**config.mk**
```make
export PLATFORM = sky130hd
export DESIGN_NAME = dpm_host
export DESIGN_NICKNAME = d
export VERILOG_FILES = /design/src/dpm_pkg.sv /design/src/dpm_port_seq.sv /design/src/dpm_host.sv
export VERILOG_INCLUDE_DIRS = /design/src /design/src/src
export SDC_FILE = /design/constraint.sdc
export NUM_CORES = 1
export LEC_CHECK = 0
export BUFFER_PORTS_ARGS = -buffer_cell sky130_fd_sc_hd__buf_4
export CAP_MARGIN = 10
export CORE_UTILIZATION = 40
export DETAILED_ROUTE_END_ITERATION = 6
export HOLD_SLACK_MARGIN = 0.05
export PLACE_DENSITY = 0.69
export RECOVER_POWER = 100
export REMOVE_ABC_BUFFERS = 1
export SYNTH_ARGS = -nofsm -noshare
export SYNTH_HDL_FRONTEND = slang
export SYNTH_SLANG_ARGS = --single-unit
```
**constraint.sdc**
```tcl
create_clock -name i_ref_clk -period 2.35 [get_ports i_ref_clk]
set_input_delay 0.47 -clock i_ref_clk [delete_from_list [all_inputs] [get_ports i_ref_clk]]
set_output_delay 0.47 -clock i_ref_clk [all_outputs]
set_load 0.1 [all_outputs]
```
**src/dpm_cfg.svh**
```systemverilog
// Purpose: constants for the dual-port ram port controller
// Assumes: 10 MHz reference clock, 11-bit address, 8-bit data
// Notes: times in ns, cycle counts derived from them
`ifndef DPM_CFG_SVH
`define DPM_CFG_SVH

`define DPM_CLK_PERIOD_NS 100
`define DPM_ADDR_W 11
`define DPM_DATA_W 8
// mailbox locations
`define DPM_LEFT_BOX_ADDR 11'h7fe
`define DPM_RIGHT_BOX_ADDR 11'h7ff
// arbitration setup between the two ports, least time
`define DPM_ARB_SETUP_NS 5
`define DPM_ARB_SETUP_CYC \
    ((`DPM_ARB_SETUP_NS + `DPM_CLK_PERIOD_NS - 1) / `DPM_CLK_PERIOD_NS)
// address and select settle before the read or write strobe (contention settle)
`define DPM_SETTLE_NS 30
`define DPM_SETTLE_CYC \
    ((`DPM_SETTLE_NS + `DPM_CLK_PERIOD_NS - 1) / `DPM_CLK_PERIOD_NS)
// write pulse width, least time
`define DPM_WRITE_PULSE_NS 40
`define DPM_WRITE_PULSE_CYC \
    ((`DPM_WRITE_PULSE_NS + `DPM_CLK_PERIOD_NS - 1) / `DPM_CLK_PERIOD_NS)
// read access, least wait before sampling
`define DPM_READ_ACCESS_NS 55
`define DPM_READ_ACCESS_CYC \
    ((`DPM_READ_ACCESS_NS + `DPM_CLK_PERIOD_NS - 1) / `DPM_CLK_PERIOD_NS)
`define DPM_CNT_W 4

`endif

```
**src/dpm_pkg.sv**
```systemverilog
// Purpose: types for the dual-port ram port controller
// Assumes: constants come from dpm_cfg.svh
// Notes: none
package dpm_pkg;
    typedef enum logic [2:0] {
        DPM_IDLE,
        DPM_SETTLE,
        DPM_STROBE,
        DPM_RECOVER,
        DPM_DONE
    } dpm_state_e;

    typedef logic [3:0] dpm_cnt_t;
endpackage

```
**src/dpm_port_seq.sv**
```systemverilog
// Purpose: one port sequencer, drives a single ram port's pins
// Assumes: inputs synchronous to i_ref_clk
// Notes: a contention-refused access is retried until it passes
`include "dpm_cfg.svh"
`timescale 1ns/1ps
`default_nettype none

module dpm_port_seq #(
    parameter int ADDR_W = `DPM_ADDR_W,
    parameter int DATA_W = `DPM_DATA_W
) (
    input wire logic i_ref_clk,
    input wire logic i_sys_rst,
    input wire logic i_req,
    input wire logic i_we,
    input wire logic i_clear_box,
    input wire logic [ADDR_W-1:0] i_addr,
    input wire logic [DATA_W-1:0] i_wdata,
    input wire logic i_contention_n,
    input wire logic [DATA_W-1:0] i_data_in,
    output logic o_ready,
    output logic o_done,
    output logic o_retry,
    output logic [DATA_W-1:0] o_rdata,
    output logic [ADDR_W-1:0] o_addr,
    output logic o_select_n,
    output logic o_read_write_n,
    output logic o_output_enable_n,
    output logic [DATA_W-1:0] o_data_out,
    output logic o_data_oe_n
);
    typedef struct packed {
        dpm_pkg::dpm_state_e st;
        dpm_pkg::dpm_cnt_t cnt;
        logic we;
        logic clr;
        logic done;
        logic retry;
        logic [ADDR_W-1:0] addr;
        logic [DATA_W-1:0] wdata;
        logic [DATA_W-1:0] rdata;
    } dpm_seq_s;

    dpm_seq_s s_q;
    dpm_seq_s s_d;

    function automatic dpm_pkg::dpm_cnt_t dpm_cyc(input int n);
        dpm_cyc = (n < 1) ? dpm_pkg::dpm_cnt_t'(1) : dpm_pkg::dpm_cnt_t'(n);
    endfunction

    always_comb begin
        s_d = s_q;
        s_d.done = 1'b0;
        s_d.retry = 1'b0;
        case (s_q.st)
            dpm_pkg::DPM_IDLE: begin
                if (i_req) begin
                    s_d.we = i_we;
                    s_d.clr = i_clear_box;
                    s_d.addr = i_addr;
                    s_d.wdata = i_wdata;
                    s_d.cnt = dpm_cyc(`DPM_SETTLE_CYC);
                    s_d.st = dpm_pkg::DPM_SETTLE;
                end
            end
            // address and select held before any strobe
            dpm_pkg::DPM_SETTLE: begin
                if (s_q.cnt > dpm_pkg::dpm_cnt_t'(1)) begin
                    s_d.cnt = s_q.cnt - dpm_pkg::dpm_cnt_t'(1);
                end else if (!i_contention_n) begin
                    // stall while the far side owns the cell
                    s_d.retry = 1'b1;
                end else begin
                    s_d.cnt = s_q.we ? dpm_cyc(`DPM_WRITE_PULSE_CYC)
                                     : dpm_cyc(`DPM_READ_ACCESS_CYC);
                    s_d.st = dpm_pkg::DPM_STROBE;
                end
            end
            dpm_pkg::DPM_STROBE: begin
                if (!i_contention_n) begin
                    // access was refused by the device, redo it, read or write
                    s_d.retry = 1'b1;
                    // re-present the address after the setup gap
                    s_d.cnt = dpm_cyc(`DPM_ARB_SETUP_CYC);
                    s_d.st = dpm_pkg::DPM_SETTLE;
                end else if (s_q.cnt > dpm_pkg::dpm_cnt_t'(1)) begin
                    s_d.cnt = s_q.cnt - dpm_pkg::dpm_cnt_t'(1);
                end else begin
                    if (!s_q.we) begin
                        s_d.rdata = i_data_in;
                    end
                    s_d.st = dpm_pkg::DPM_RECOVER;
                end
            end
            dpm_pkg::DPM_RECOVER: begin
                s_d.st = dpm_pkg::DPM_DONE;
            end
            default: begin
                s_d.done = 1'b1;
                s_d.st = dpm_pkg::DPM_IDLE;
            end
        endcase
    end

    always_ff @(posedge i_ref_clk or posedge i_sys_rst) begin
        if (i_sys_rst) begin
            s_q <= '0;
        end else begin
            s_q <= s_d;
        end
    end

    wire logic active;
    wire logic strobe;
    assign active = (s_q.st == dpm_pkg::DPM_SETTLE) ||
                    (s_q.st == dpm_pkg::DPM_STROBE);
    assign strobe = (s_q.st == dpm_pkg::DPM_STROBE);

    assign o_ready = (s_q.st == dpm_pkg::DPM_IDLE);
    assign o_done = s_q.done;
    assign o_retry = s_q.retry;
    assign o_rdata = s_q.rdata;
    assign o_addr = s_q.addr;
    // deselected outside an access
    assign o_select_n = ~active;
    // write only while select and direction both low
    assign o_read_write_n = ~(strobe & s_q.we);
    // output enable low on reads, and on a mailbox clear access
    assign o_output_enable_n = ~(active & (~s_q.we | s_q.clr));
    assign o_data_out = s_q.wdata;
    assign o_data_oe_n = ~(active & s_q.we);
endmodule

`default_nettype wire

```
**src/dpm_host.sv**
```systemverilog
// Purpose: host controller driving both ports of a dual-port ram
// Assumes: one clock; the ram and its pins are outside this module
// Notes: no bus slave; commands come on plain request ports
`include "dpm_cfg.svh"
`timescale 1ns/1ps
`default_nettype none

module dpm_host #(
    parameter int ADDR_W = `DPM_ADDR_W,
    parameter int DATA_W = `DPM_DATA_W,
    parameter int BANKS = 1
) (
    input wire logic i_ref_clk,
    input wire logic i_sys_rst,
    // ------------------------------------------------------------
    // left user side
    // ------------------------------------------------------------
    input wire logic i_left_req,
    input wire logic i_left_we,
    input wire logic [ADDR_W-1:0] i_left_addr,
    input wire logic [DATA_W-1:0] i_left_wdata,
    output logic o_left_ready,
    output logic o_left_done,
    output logic [DATA_W-1:0] o_left_rdata,
    output logic o_left_mail,
    // ------------------------------------------------------------
    // right user side
    // ------------------------------------------------------------
    input wire logic i_right_req,
    input wire logic i_right_we,
    input wire logic [ADDR_W-1:0] i_right_addr,
    input wire logic [DATA_W-1:0] i_right_wdata,
    output logic o_right_ready,
    output logic o_right_done,
    output logic [DATA_W-1:0] o_right_rdata,
    output logic o_right_mail,
    output logic o_contention_err,
    // ------------------------------------------------------------
    // ram pins, left port
    // ------------------------------------------------------------
    output logic [ADDR_W-1:0] o_left_port_address_bits,
    output logic o_left_select_n,
    output logic o_left_read_write_n,
    output logic o_left_output_enable_n,
    output logic [DATA_W-1:0] o_left_port_data_bits,
    output logic o_left_port_data_bits_oe_n,
    input wire logic [DATA_W-1:0] i_left_port_data_bits,
    input wire logic [BANKS-1:0] i_left_contention_n,
    input wire logic i_left_mailbox_flag_n,
    // ------------------------------------------------------------
    // ram pins, right port
    // ------------------------------------------------------------
    output logic [ADDR_W-1:0] o_right_port_address_bits,
    output logic o_right_select_n,
    output logic o_right_read_write_n,
    output logic o_right_output_enable_n,
    output logic [DATA_W-1:0] o_right_port_data_bits,
    output logic o_right_port_data_bits_oe_n,
    input wire logic [DATA_W-1:0] i_right_port_data_bits,
    input wire logic [BANKS-1:0] i_right_contention_n,
    input wire logic i_right_mailbox_flag_n
);
    // ------------------------------------------------------------
    // contention and mailbox state
    // ------------------------------------------------------------
    typedef struct packed {
        logic err;
        logic lmail;
        logic rmail;
    } dpm_host_s;

    dpm_host_s h_q;
    dpm_host_s h_d;

    logic left_cont_n;
    logic right_cont_n;
    logic left_retry;
    logic right_retry;

    // one master's contention drives every slave alike
    // banks in depth: any low bank means contention
    assign left_cont_n = &i_left_contention_n;
    assign right_cont_n = &i_right_contention_n;

    // a read of its own box clears the flag in the ram
    function automatic logic dpm_is_box(input logic [ADDR_W-1:0] a,
                                        input logic [ADDR_W-1:0] box);
        dpm_is_box = (a == box);
    endfunction

    always_comb begin
        h_d = h_q;
        // contention seen is reported as an error event
        h_d.err = left_retry | right_retry;
        // flags are active low and level
        h_d.lmail = ~i_left_mailbox_flag_n;
        h_d.rmail = ~i_right_mailbox_flag_n;
    end

    always_ff @(posedge i_ref_clk or posedge i_sys_rst) begin
        if (i_sys_rst) begin
            h_q <= '0;
        end else begin
            h_q <= h_d;
        end
    end

    assign o_contention_err = h_q.err;
    // users may leave the mail outputs unread
    assign o_left_mail = h_q.lmail;
    assign o_right_mail = h_q.rmail;

    // ------------------------------------------------------------
    // port sequencers
    // ------------------------------------------------------------
    dpm_port_seq #(
        .ADDR_W(ADDR_W),
        .DATA_W(DATA_W)
    ) u_left (
        .i_ref_clk(i_ref_clk),
        .i_sys_rst(i_sys_rst),
        .i_req(i_left_req),
        .i_we(i_left_we),
        .i_clear_box(dpm_is_box(i_left_addr, ADDR_W'(`DPM_LEFT_BOX_ADDR))),
        .i_addr(i_left_addr),
        .i_wdata(i_left_wdata),
        .i_contention_n(left_cont_n),
        .i_data_in(i_left_port_data_bits),
        .o_ready(o_left_ready),
        .o_done(o_left_done),
        .o_retry(left_retry),
        .o_rdata(o_left_rdata),
        .o_addr(o_left_port_address_bits),
        .o_select_n(o_left_select_n),
        .o_read_write_n(o_left_read_write_n),
        .o_output_enable_n(o_left_output_enable_n),
        .o_data_out(o_left_port_data_bits),
        .o_data_oe_n(o_left_port_data_bits_oe_n)
    );

    dpm_port_seq #(
        .ADDR_W(ADDR_W),
        .DATA_W(DATA_W)
    ) u_right (
        .i_ref_clk(i_ref_clk),
        .i_sys_rst(i_sys_rst),
        .i_req(i_right_req),
        .i_we(i_right_we),
        .i_clear_box(dpm_is_box(i_right_addr, ADDR_W'(`DPM_RIGHT_BOX_ADDR))),
        .i_addr(i_right_addr),
        .i_wdata(i_right_wdata),
        .i_contention_n(right_cont_n),
        .i_data_in(i_right_port_data_bits),
        .o_ready(o_right_ready),
        .o_done(o_right_done),
        .o_retry(right_retry),
        .o_rdata(o_right_rdata),
        .o_addr(o_right_port_address_bits),
        .o_select_n(o_right_select_n),
        .o_read_write_n(o_right_read_write_n),
        .o_output_enable_n(o_right_output_enable_n),
        .o_data_out(o_right_port_data_bits),
        .o_data_oe_n(o_right_port_data_bits_oe_n)
    );
endmodule

`default_nettype wire

```
==> flow_metrics.py <==
metrics = {
    "floorplan": {
        "die_height_um": 99.15,
        "core_region_area_um2": 9196,
        "die_area_um2": 9830,
        "placement_rows": 35,
        "initial_utilization_pct": 41.05,
        "io_pins": 133,
        "die_w_um": 99.15,
    },
    "logic_synthesis": {
        "yosys.cell_types.count": 40,
        "postSynthCellCount": 314,
        "synthesis.yosys.warnings": 0,
        "number_of_enable_flip_flop_cells_after_synthesis": 0,
        "postSynth.topFlopCell": "sky130_fd_sc_hd__dfrtp_1",
        "postSynthRegisterBits": 79,
        "synth_area_per_cell_um2": 12.02,
        "ys_seq_area_share_pct": 52.37,
        "postSynth.asyncResetShare_pct": 100.0,
        "netlist_area_um2": 3775,
    },
    "clock_network": {
        "clock-sinks": 79,
        "number_of_post_cts_setup_repair_buffers": 0,
        "cts-root-buf": "sky130_fd_sc_hd__clkbuf_8",
        "clk-insertion-delay-late_ns": 0.33,
        "tritoncts": "done",
        "reg_clk_slew_reported_paths_ns": 0.07,
        "ctsLongestPathBuffers": 2,
        "cts-htree-levels": 3,
        "cts_inserted_buffers": 9,
    },
    "worst_setup_path": {
        "crit_required_ns": 1.88,
        "worst_setup_path_end_kind": "output pin",
        "critPathKind": "flip-flop to output pin",
        "path_buf_inv": 1,
        "highest_cell_delay_on_the_worst_timing_path_ns": 0.46,
        "worst_path_max_delay_cell": "sky130_fd_sc_hd__dfrtp_2",
        "cp-start-kind": "flip-flop",
        "path_delay_family": "simple AND/OR/NAND/NOR gates",
        "critPathMaxFanout": 9,
        "timing.critical_path.arrival_ns": 1.76,
        "worstPathCellList": "or2b_2 -> or3_1 -> clkbuf_4",
    },
    "route": {
        "count_of_tritonroute_iterations_in_the_first_routing_pass": 5,
        "vias": 2530,
        "detail-route-antenna-nets": 0,
        "wl_met3_um": 530,
        "highest_metal_layer_used_by_the_detailed_router": "met4",
        "post_drt_via_cell_ratio": 4.941,
        "wl_met1_um": 2990,
        "sum_of_routed_wire_length_over_all_layers_um": 7201,
        "drt_iter0_drc": 87,
        "routed-wl-met2_um": 3582,
        "drt_drc_violations_left": 0,
        "wl_per_cell_um": 14.06,
    },
    "timing": {
        "max_slew.worst_pin.slew_ns": 1.640,
        "timing_max_transition_violations_final": 44,
        "final-setup-viol-count": 0,
        "grt_setup_unrepaired": "false",
        "finalHoldViolations": 0,
        "min_period_ns": 2.228,
        "finalCritPeriodShare_pct": 94.81,
        "worst_clock_skew_ns": 0.006352,
        "slew_headroom_pct": -9.443,
        "max_freq_mhz": 448.8,
    },
    "status": {
        "violations": "max-capacitance violations, max-slew violations",
        "result_of_the_run": "complete, but fails checks",
    },
    "global_routing": {
        "grtUsageTotal_pct": 15.37,
        "antenna_found_initial": 0,
        "grt.overflow.total": 0,
        "grt_max_degree": 45,
        "grt_pass1_wl_um": 11890,
        "grt_pass1_vias": 2599,
    },
    "min_path": {
        "min_path_type": "input pin to flip-flop",
    },
    "place": {
        "portBuffers": 132,
        "gp_congestion": 0.8307,
        "hpwl_um": 5425,
    },
    "cells_and_area": {
        "finish.net_count": 465,
        "final_util_pct": 48.67,
        "num_antenna_cells": 0,
        "layout-drive-gt1-share_pct": 49.38,
        "synthToLayoutAreaGrowth_pct": 18.56,
    },
    "flow_run": {
        "timing.max_cap.violations": 1,
    },
}
==> synth_stat cells (all sizes together), types with 2 or more instances <==
master,number,area share [%]
o21ai,6,0.80
nand2,12,1.2
or2b,2,0.46
nor3,12,1.6
o21bai,2,0.40
nor2,12,1.2
buf,60,12
ha,4,1.3
a21o,3,0.63
a21oi,5,0.66
nand3,2,0.27
mux2,56,17
or3,3,0.63
nor4,4,1.5
a211o,2,0.46
nand4,3,0.50
o31ai,4,0.80
or2,2,0.33
nand2b,3,0.50
inv,15,1.5
or4,2,0.43
dfrtp,79,52
o21a,2,0.40
o32a,2,0.53
clkbuf,5,0.50
and2,3,0.50
==> logic make-up (layout without fill, tap and decap cells) <==
logic type | count (synthesis) | in the layout | share of synthesized area, %
AND/OR/NAND/NOR | 63 | 63 | 9.778
buffers and inverters | 80 | 167 | 13.66
flip-flops | 79 | 79 | 52.37
AO/OA/AOI/OAI | 32 | 32 | 6.165
multiplexers | 56 | 56 | 16.71
adder cells (fa/ha/maj) | 4 | 4 | 1.326
==> metrics by stage <==
stage          setup WS, ns  area, um^2  hold WS, ns  TNS (ns)  instances
2_1_floorplan        -1.512        3316       0.4103    -76.47        249
3_3_place_gp         0.3549        4497       0.4189         0        497
3_5_place_dp         0.2563        4497       0.4175         0        497
4_1_cts             0.08364        4683       0.2567         0        512
5_1_grt             0.02659        4476       0.2811         0        512
6_report             0.1220        4476       0.3011         0        512
==> area by class of cell <==
type                    count  area, um^2
clock buffers              12       165.2
flip-flops and latches     79        1978
multi-input cells         155        1266
well taps                 111       138.9
clock inverters             3       17.52
fillers                   882        4721
repair buffers            137       853.3
inverters                  15       56.30
==> sequential cells by signal (all words and copies together) (netlist names) <==
register	cells
u_left.o_retry	1
u_left.o_done	1
o_right_mail	1
u_left.o_rdata	8
o_left_mail	1
u_left.o_addr	11
o_contention_err	1
u_left.o_data_out	8
u_right.s_q	9
u_left.s_q	9
u_right.o_done	1
u_right.o_retry	1
u_right.o_addr	11
u_right.o_data_out	8
u_right.o_rdata	8
==> layout by cell type, fill, tap and decap left out, types with 3 or more instances in the layout <==
cell type,synthesis,routed
sky130_fd_sc_hd__nor4_1,2,3
sky130_fd_sc_hd__clkbuf_8,0,12
sky130_fd_sc_hd__nand2b_1,3,3
sky130_fd_sc_hd__o31ai_1,4,4
sky130_fd_sc_hd__inv_1,15,15
sky130_fd_sc_hd__mux2_2,56,56
sky130_fd_sc_hd__nor2_1,12,12
sky130_fd_sc_hd__clkbuf_4,0,10
sky130_fd_sc_hd__or3_1,2,3
sky130_fd_sc_hd__dfrtp_1,79,78
sky130_fd_sc_hd__buf_4,56,61
sky130_fd_sc_hd__o21ai_0,6,6
sky130_fd_sc_hd__ha_1,4,4
sky130_fd_sc_hd__nand2_1,12,12
sky130_fd_sc_hd__clkbuf_2,0,45
sky130_fd_sc_hd__a21oi_1,5,4
sky130_fd_sc_hd__nor3_1,12,12
sky130_fd_sc_hd__nand4_1,3,3
sky130_fd_sc_hd__clkbuf_1,5,15
sky130_fd_sc_hd__buf_1,0,5
==> what timing repair did <==
item | CTS | global route
setup endpoints to repair | 1 | 1
hold buffers | 0 | 0
gates resized for setup | 1 | 1
==> worst paths after layout <==
path	to	slack (ns)	startpoint	depth (start not counted)
max	o_left_read_write_n	0.12	u_left.s_q[35]$_DFFE_PP0P_	3
min	o_right_mail$_DFF_PP0_	0.30	i_right_mailbox_flag_n	2
max reg2reg	u_left.o_rdata[4]$_DFFE_PP0P_	0.17	u_left.s_q[31]$_DFFE_PP0P_	7
min reg2reg	o_contention_err$_DFF_PP0_	0.43	u_left.o_retry$_DFF_PP0_	1
max in group asynchronous	u_left.s_q[35]$_DFFE_PP0P_	0.64	i_sys_rst	2
min in group asynchronous	u_left.s_q[37]$_DFFE_PP0P_	0.64	i_sys_rst	2
==> layer usage <==
metal | global-route usage [%] | up-vias
met5 | 0 | -
li1 | - | 1196
met1 | 18.71 | 1242
met2 | 25.07 | 83
met4 | 4.525 | 0
met3 | 6.465 | 9
Power is left out: the tool's default activity adds up to more than one toggle a clock period on the data nets, which glitch-free logic cannot reach.
